==> src/hw/sleis_pkg.sv <==
// Function
// - Sleep instruction sleeps only while sleep_allow is one.
// - sleep_depth_select zero gives idle, one gives power-down.
// - Pin b sense: 0 low level, 1 reserved, 2 falling, 3 rising.
// - Pin a sense uses the same four codes.
// - Pin request taken only with global enable and pin mask both set.
// - Pins sampled on core clock; edges found on sampled value.
// - Edge pulses longer than one clock period are always caught.
// - Enabled low level keeps requesting while the pin stays low.
// - Enabled interrupt wakes the core, handler runs, then resumes.
// - Sleep and wake leave registers, RAM and I/O contents unchanged.
// - Any reset during sleep wakes into the reset vector.
// - Idle halts CPU; timers, watchdog and interrupts keep running.
// - Wake from idle restarts execution at once.
// - Power-down stops oscillator; pin logic and enabled watchdog stay alive.
// - Power-down wakes only on reset, watchdog or low-level pin request.
// - Top two bits of the control register read zero.
// - Edge sets flag; handler entry or write-one clears; level mode holds clear.
package sleis_pkg;

  // ****************************************
  // Register map
  // ****************************************
  localparam logic [1:0] SLEIS_ADDR_CTRL = 2'h0;
  localparam logic [1:0] SLEIS_ADDR_MASK = 2'h1;
  localparam logic [1:0] SLEIS_ADDR_FLAG = 2'h2;
  localparam logic [1:0] SLEIS_ADDR_STAT = 2'h3;
  localparam int SLEIS_BIT_ALLOW = 5;
  localparam int SLEIS_BIT_DEPTH = 4;
  localparam int SLEIS_BIT_B_HI = 3;
  localparam int SLEIS_BIT_A_HI = 1;
  localparam int SLEIS_BIT_MASK_B = 7;
  localparam int SLEIS_BIT_MASK_A = 6;
  localparam logic [7:0] SLEIS_CTRL_RST = 8'h00;
  localparam logic [7:0] SLEIS_CTRL_WMASK = 8'h3F;
  localparam logic [7:0] SLEIS_MASK_WMASK = 8'hC0;

  // ****************************************
  // Sense codes and timing
  // ****************************************
  localparam logic [1:0] SLEIS_SENSE_LOW = 2'h0;
  localparam logic [1:0] SLEIS_SENSE_RSVD = 2'h1;
  localparam logic [1:0] SLEIS_SENSE_FALL = 2'h2;
  localparam logic [1:0] SLEIS_SENSE_RISE = 2'h3;
  localparam int SLEIS_CLK_MHZ = 25;
  localparam int SLEIS_TOUT_US = 16;
  localparam int SLEIS_TOUT_CYC = SLEIS_TOUT_US * SLEIS_CLK_MHZ;

  typedef enum logic [1:0] {
    SLEIS_RUN = 2'b00,
    SLEIS_IDLE = 2'b01,
    SLEIS_PDOWN = 2'b10,
    SLEIS_WAKEDLY = 2'b11
  } sleis_state_t;

  typedef struct packed {
    logic [1:0] addr;
    logic [7:0] wdata;
    logic wr;
    logic rd;
  } sleis_bus_t;

endpackage

==> src/hw/sleis_sense.sv <==
`timescale 1ns/10ps
// ****************************************
// Per-pin sense decode and edge flag
// ****************************************
module sleis_sense
  import sleis_pkg::*;
(
  input wire logic clk,
  input wire logic rst,
  input wire logic pinSync,
  input wire logic [1:0] senseMode,
  input wire logic flagClear,
  output logic edgeFlag,
  output logic levelReq
);
  logic prev_reg;
  logic edgeHit;

  // Previous sample for edge compare
  always_ff @(posedge clk or posedge rst) begin
    if (rst) begin
      prev_reg <= 1'b1;
    end else begin
      prev_reg <= pinSync;
    end
  end

  // Edge detect on sampled value; reserved code gives nothing
  always_comb begin
    case (senseMode)
      SLEIS_SENSE_FALL: edgeHit = prev_reg & ~pinSync;
      SLEIS_SENSE_RISE: edgeHit = ~prev_reg & pinSync;
      default: edgeHit = 1'b0;
    endcase
  end

  assign levelReq = (senseMode == SLEIS_SENSE_LOW) & ~pinSync;

  // Flag: set wins over clear; held clear in level modes
  always_ff @(posedge clk or posedge rst) begin
    if (rst) begin
      edgeFlag <= 1'b0;
    end else if (!senseMode[1]) begin
      edgeFlag <= 1'b0;
    end else if (edgeHit) begin
      edgeFlag <= 1'b1;
    end else if (flagClear) begin
      edgeFlag <= 1'b0;
    end
  end
endmodule

==> src/hw/sleis_sync.sv <==
`timescale 1ns/10ps
// ****************************************
// Two-stage pin synchroniser
// ****************************************
module sleis_sync
  import sleis_pkg::*;
(
  input wire logic clk,
  input wire logic rst,
  input wire logic pinIn,
  output logic pinOut
);
  logic meta_reg;

  // Second stage is the only reader of the first
  always_ff @(posedge clk or posedge rst) begin
    if (rst) begin
      meta_reg <= 1'b1;
      pinOut <= 1'b1;
    end else begin
      meta_reg <= pinIn;
      pinOut <= meta_reg;
    end
  end
endmodule

==> src/hw/sleis_top.sv <==
// The register offsets and the plain strobed port were chosen for this implementation.
`timescale 1ns/10ps
// ****************************************
// Sleep control and external pin interrupt sense
// ****************************************
module sleis_top
  import sleis_pkg::*;
#(
  parameter int TOUT_CYC = SLEIS_TOUT_CYC
)
(
  input wire logic clk,
  input wire logic rst,
  input wire logic [1:0] regAddr,
  input wire logic [7:0] regWdata,
  input wire logic regWr,
  input wire logic regRd,
  output logic [7:0] regRdata,
  input wire logic sleepInstr,
  input wire logic globalIrqEnable,
  input wire logic [1:0] handlerEntry,
  input wire logic extIrqPinA,
  input wire logic extIrqPinB,
  input wire logic wdogResetReq,
  input wire logic wdogEnable,
  input wire logic extResetReq,
  output logic [1:0] irqReq,
  output logic cpuHalt,
  output logic oscStop,
  output logic resetVector,
  output logic resumeNext
);
  sleis_bus_t bus;
  sleis_state_t state_reg, state_next;
  logic [7:0] ctrl_reg;
  logic [1:0] mask_reg;
  logic pinSyncA, pinSyncB;
  logic [1:0] edgeFlag, levelReq, flagClear, pending, taken;
  logic [15:0] dly_reg;
  logic anyReset, levelWake, dlyDone;

  assign bus = '{addr: regAddr, wdata: regWdata, wr: regWr, rd: regRd};

  // ****************************************
  // Pin sampling and sense
  // ****************************************
  sleis_sync u_sync_a (.clk(clk), .rst(rst), .pinIn(extIrqPinA), .pinOut(pinSyncA));
  sleis_sync u_sync_b (.clk(clk), .rst(rst), .pinIn(extIrqPinB), .pinOut(pinSyncB));

  // Write-one clear or handler entry clears the flag
  assign flagClear = handlerEntry |
    ((bus.wr && bus.addr == SLEIS_ADDR_FLAG) ? {bus.wdata[7], bus.wdata[6]} : 2'b00);

  sleis_sense u_sense_a (
    .clk(clk), .rst(rst), .pinSync(pinSyncA),
    .senseMode(ctrl_reg[SLEIS_BIT_A_HI -: 2]),
    .flagClear(flagClear[0]), .edgeFlag(edgeFlag[0]), .levelReq(levelReq[0])
  );
  sleis_sense u_sense_b (
    .clk(clk), .rst(rst), .pinSync(pinSyncB),
    .senseMode(ctrl_reg[SLEIS_BIT_B_HI -: 2]),
    .flagClear(flagClear[1]), .edgeFlag(edgeFlag[1]), .levelReq(levelReq[1])
  );

  assign pending = edgeFlag | levelReq;
  assign taken = pending & mask_reg & {2{globalIrqEnable}};
  assign anyReset = extResetReq | (wdogEnable & wdogResetReq);
  assign levelWake = |(levelReq & mask_reg & {2{globalIrqEnable}});
  assign dlyDone = (dly_reg >= 16'(TOUT_CYC - 1));

  // ****************************************
  // Registers
  // ****************************************
  // Control and mask; untouched by sleep or wake
  always_ff @(posedge clk or posedge rst) begin
    if (rst) begin
      ctrl_reg <= SLEIS_CTRL_RST;
      mask_reg <= 2'b00;
    end else if (bus.wr) begin
      if (bus.addr == SLEIS_ADDR_CTRL) begin
        ctrl_reg <= bus.wdata & SLEIS_CTRL_WMASK;
      end
      if (bus.addr == SLEIS_ADDR_MASK) begin
        mask_reg <= {bus.wdata[SLEIS_BIT_MASK_B], bus.wdata[SLEIS_BIT_MASK_A]};
      end
    end
  end

  // Read data one cycle after strobe; zero otherwise
  always_ff @(posedge clk or posedge rst) begin
    if (rst) begin
      regRdata <= 8'h00;
    end else if (bus.rd) begin
      case (bus.addr)
        SLEIS_ADDR_CTRL: regRdata <= ctrl_reg & SLEIS_CTRL_WMASK;
        SLEIS_ADDR_MASK: regRdata <= {mask_reg, 6'h00};
        SLEIS_ADDR_FLAG: regRdata <= {edgeFlag[1], edgeFlag[0], 6'h00};
        default: regRdata <= {4'h0, levelReq, state_reg};
      endcase
    end else begin
      regRdata <= 8'h00;
    end
  end

  // ****************************************
  // Sleep state machine
  // ****************************************
  always_comb begin
    state_next = state_reg;
    case (state_reg)
      SLEIS_RUN: begin
        if (sleepInstr && ctrl_reg[SLEIS_BIT_ALLOW]) begin
          state_next = ctrl_reg[SLEIS_BIT_DEPTH] ? SLEIS_PDOWN : SLEIS_IDLE;
        end
      end
      SLEIS_IDLE: begin
        if (anyReset || |taken) begin
          state_next = SLEIS_RUN;
        end
      end
      SLEIS_PDOWN: begin
        if (anyReset) begin
          state_next = SLEIS_RUN;
        end else if (levelWake) begin
          state_next = SLEIS_WAKEDLY;
        end
      end
      SLEIS_WAKEDLY: begin
        if (anyReset) begin
          state_next = SLEIS_RUN;
        end else if (!levelWake) begin
          state_next = SLEIS_PDOWN;
        end else if (dlyDone) begin
          state_next = SLEIS_RUN;
        end
      end
      default: state_next = SLEIS_RUN;
    endcase
  end

  always_ff @(posedge clk or posedge rst) begin
    if (rst) begin
      state_reg <= SLEIS_RUN;
    end else begin
      state_reg <= state_next;
    end
  end

  // Reset-delay counter while the level is held
  always_ff @(posedge clk or posedge rst) begin
    if (rst) begin
      dly_reg <= 16'h0000;
    end else if (state_reg == SLEIS_WAKEDLY) begin
      dly_reg <= dly_reg + 16'h0001;
    end else begin
      dly_reg <= 16'h0000;
    end
  end

  // ****************************************
  // Outputs
  // ****************************************
  always_ff @(posedge clk or posedge rst) begin
    if (rst) begin
      irqReq <= 2'b00;
      cpuHalt <= 1'b0;
      oscStop <= 1'b0;
      resetVector <= 1'b0;
      resumeNext <= 1'b0;
    end else begin
      // Edge requests do not reach the core in power-down
      irqReq <= (state_next == SLEIS_RUN || state_next == SLEIS_IDLE) ? taken : 2'b00;
      cpuHalt <= (state_next != SLEIS_RUN);
      oscStop <= (state_next == SLEIS_PDOWN) || (state_next == SLEIS_WAKEDLY);
      resetVector <= (state_reg != SLEIS_RUN) && anyReset;
      resumeNext <= (state_reg != SLEIS_RUN) && (state_next == SLEIS_RUN) && !anyReset;
    end
  end
endmodule

==> config.mk <==
export PLATFORM = sky130hd
export DESIGN_NAME = sleis_top
export DESIGN_NICKNAME = d
export VERILOG_FILES = /design/src/hw/sleis_pkg.sv /design/src/hw/sleis_sense.sv /design/src/hw/sleis_sync.sv /design/src/hw/sleis_top.sv
export SDC_FILE = /design/constraint.sdc
export NUM_CORES = 1
export LEC_CHECK = 0
export ABC_CLOCK_PERIOD_IN_PS = 2000
export BUFFER_PORTS_ARGS = -buffer_cell sky130_fd_sc_hd__buf_4
export CAP_MARGIN = 40
export CELL_PAD_IN_SITES_DETAIL_PLACEMENT = 1
export CELL_PAD_IN_SITES_GLOBAL_PLACEMENT = 1
export CORE_MARGIN = 3
export CORE_UTILIZATION = 40
export DETAILED_ROUTE_END_ITERATION = 6
export GPL_TIMING_DRIVEN = 0
export HOLD_SLACK_MARGIN = 0.05
export PLACE_DENSITY_LB_ADDON = 0.3
export SETUP_SLACK_MARGIN = 0.05
export SYNTH_ARGS = -nofsm -noshare
export SYNTH_HDL_FRONTEND = slang
export SYNTH_SLANG_ARGS = --single-unit
==> constraint.sdc <==
create_clock -name clk -period 2 [get_ports clk]
set_input_delay 0 -clock clk [delete_from_list [all_inputs] [get_ports clk]]
set_output_delay 0 -clock clk [all_outputs]
set_load 0.005 [all_outputs]
==> impl_metrics.env <==
export IMPL_ir_drop_v=0.000487
export IMPL_async_reset_ff_frac=1.00
export IMPL_wirelength_mm=4.66
export IMPL_netlist_area_leader_share=0.506
export IMPL_dr_total_vias=1609
export IMPL_drt_iter0_drc=50
export IMPL_core_area_sq_um=4880
export IMPL_arrival_ns=1.95
export IMPL_tns_ns=0
export IMPL_grt_max_degree=34
export IMPL_die_width_um=78.1
export IMPL_htreeDepth=2
export IMPL_worstSetupEndpointType="register"
export IMPL_path_buf_inv=0
export IMPL_cp_required_ns=2.23
export IMPL_synth_edf_count=0
export IMPL_drive_above_1_share=0.267
export IMPL_final_period_utilization=0.856
export IMPL_largest_reg_flops=16
export IMPL_antenna_found_initial=0
export IMPL_hold_ws_ns=0.0804
export IMPL_crit_chain="ha_1 -> nand3_2 -> a21o_1 -> a311oi_2 -> o221a_1"
export IMPL_tritoncts="done"
export IMPL_slowest_stage="a311oi_2"
export IMPL_ff2ff_path_depth=5
export IMPL_whs_path_depth=4
export IMPL_worst_pin_slew_ns=0.523
export IMPL_clockBufferDepth=2
export IMPL_post_drt_wl_per_cell_um=14.7
export IMPL_p_switching_w=0.000502
export IMPL_outcome="complete, no violations"
export IMPL_hold_violations=0
export IMPL_post_cts_setup_buffer_count=0
export IMPL_drt_pass1_iter_count=4
export IMPL_fin_nets=274
export IMPL_synthMuxAreaShare=0.0434
export IMPL_p_comb_frac=0.143
export IMPL_die_area_sq_um=6090
export IMPL_fin_crit_ns=1.71
export IMPL_clkSinkCount=48
export IMPL_path_max_fanout=5
export IMPL_die_h_um=78.1
export IMPL_syn_nets=210
export IMPL_yosys_area_share_simple=0.197
export IMPL_setup_viol=0
export IMPL_track_usage=0.170
export IMPL_area_growth_pct=32.2
export IMPL_cts_clk_slew_worst_paths_ns=0.08
export IMPL_core_rowCount=25
export IMPL_synthMostInstantiatedCell="dfrtp_1"
export IMPL_hp_class="in -> reg"
export IMPL_crit_type="reg -> reg"
export IMPL_cts_root_buf="clkbuf_8"
export IMPL_synth_top_family_by_area="simple AND/OR/NAND/NOR gates"
export IMPL_clock_latency_ns=0.29
export IMPL_grt_pass1_wl_mm=8.22
export IMPL_cts_buffers=5
export IMPL_io_buffers=36
export IMPL_finalClockSkew_ns=0.00461
export IMPL_via_per_inst=5.06
export IMPL_pwr_share_seq=0.563
export IMPL_leakagePower_nw=1.15
export IMPL_cpPeakStageDelay_ns=0.40
export IMPL_synth_xor_area_frac=0.0548
export IMPL_path_delay_family="compound AO/OA/AOI/OAI gates"
export IMPL_grt_pass1_vias=1810
export IMPL_grt_overflow_total=0
export IMPL_rsz0062_at_grt="no"
export IMPL_initial_core_util=0.426
export IMPL_maxCapViolCount=0
export IMPL_synth_fa_ha_area_frac=0.00602
export IMPL_slew_headroom=0.648
export IMPL_synth_compound_area_frac=0.100
export IMPL_max_freq_ghz=0.584
export IMPL_power_density_nw_per_um2=727
export IMPL_diodes=0
export IMPL_synth_distinct_cells=38
export IMPL_yosys_warnings=0
export IMPL_netlist_area_sq_um=2080
export IMPL_synth_area_per_cell_sq_um=11.2
export IMPL_total_power_w=0.00200
export IMPL_synth_top_cells_by_count="dfrtp_1 (42), nor2_1 (22), nand2_1 (14)"
export IMPL_ant_nets=0
export IMPL_synthFlopType="dfrtp_1"
export IMPL_yosys_area_top_type="dfrtp_1"
export IMPL_pin_count=37
export IMPL_drc=0
export IMPL_hp_start="wdogResetReq"
export IMPL_r2r_end="resumeNext"
export IMPL_gp_congestion=0.815
export IMPL_p_sw_frac=0.251
export IMPL_start_kind="register"
export IMPL_r2r_setup_slack_ns=0.29
export IMPL_syn_inst=186
export IMPL_dp_hpwl_mm=3.33
export IMPL_synth_area_leaders="dfrtp_1 (51%), dfstp_2 (7.6%), xnor2_1 (4.6%)"
export IMPL_ys_seq_area_frac=0.582
export IMPL_power_share_clock=0.294
export IMPL_r2r_start="dly_reg[0]"
export IMPL_intPower_w=0.00150
export IMPL_hold_end="state_reg[0]"
export IMPL_ys_seq_elements=48
export IMPL_maxSlewViolCount=0
export IMPL_fillCellCount=560
[worst max-delay path by stage]
stage,from,endpoint,depth (start not counted)
after floorplan,dly_reg[0],resumeNext,5
after global placement,rst,resetVector,2
after detailed placement,dly_reg[0],resumeNext,5
after CTS,dly_reg[0],resumeNext,5
after global routing,dly_reg[0],resumeNext,5
final,dly_reg[0],resumeNext,5
[what timing repair did]
| action | CTS | global route |
|---|---|---|
| resized for setup | 0 | 0 |
| endpoints found under the hold margin | 71 | 0 |
| hold buffers | 20 | 0 |
[final cells by class]
| type | count | area [sq um] | area share |
|---|---|---|---|
| buffer | 2 | 8.76 | 0.00319 |
| clock buffer | 7 | 86.3 | 0.0314 |
| clock inverter | 1 | 7.51 | 0.00273 |
| inverter | 7 | 26.3 | 0.00957 |
| multi-input combinational | 129 | 833 | 0.304 |
| sequential | 48 | 1210 | 0.440 |
| tap | 67 | 83.8 | 0.0305 |
| timing repair buffer | 57 | 490 | 0.179 |
[logic make-up (layout without fill, tap and decap cells)]
family                   count (synthesis)  after routing
AO/OA/AOI/OAI                           29             29
multiplexers                             8              8
AND/OR/NAND/NOR                         78             78
buffers and inverters                    9             74
flip-flops                              48             48
adder cells (fa/ha/maj)                  1              1
XOR/XNOR                                13             13
[layer usage]
metal  global-route usage  wire length (um)
met1                0.202              2070
met2                0.301              2400
met3               0.0424               133
met4               0.0507                61
met5                    0                 0
[metrics by stage]
stage | instances | utilization | worst slack, ns | area [sq um]
global route | 318 | 0.563 | 0.131 | 2750
global placement | 289 | 0.498 | 0.268 | 2430
finish | 318 | 0.563 | 0.287 | 2750
detailed placement | 290 | 0.502 | 0.276 | 2450
CTS | 318 | 0.563 | 0.259 | 2750
floorplan | 186 | - | 0.508 | 2080
[worst reg2reg max path, delay by kind of cell, from the launching register on]
kind / cells / cell delay [ns]
AOI/OAI and AO/OA: 3 / 0.87
DFF: 1 / 0.39
adders and majority gates: 1 / 0.23
and+or+nand+nor: 1 / 0.15
[placed cells by master (no fill, tap or decap), types with 8 or more instances in the layout]
cell type      netlist  routed
dfrtp_1             42      42
nor3_1               8       8
dlygate4sd3_1        0      20
nand3_1              8       8
nand2_1             14      14
nor2_1              22      22
buf_4                0      36
xnor2_1             11      11
mux2_2               8       8
[power by group through the flow]
stage | registers [W] | clock network, W | logic [W]
2_1_floorplan | 0.00113 | 0 | 0.000133
3_3_place_gp | 0.00114 | 0 | 0.000244
3_5_place_dp | 0.00114 | 0 | 0.000256
4_1_cts | 0.00113 | 0.000612 | 0.000289
5_1_grt | 0.00114 | 0.000663 | 0.000319
6_report | 0.00112 | 0.000588 | 0.000285
(Power assumes the default switching activity.)
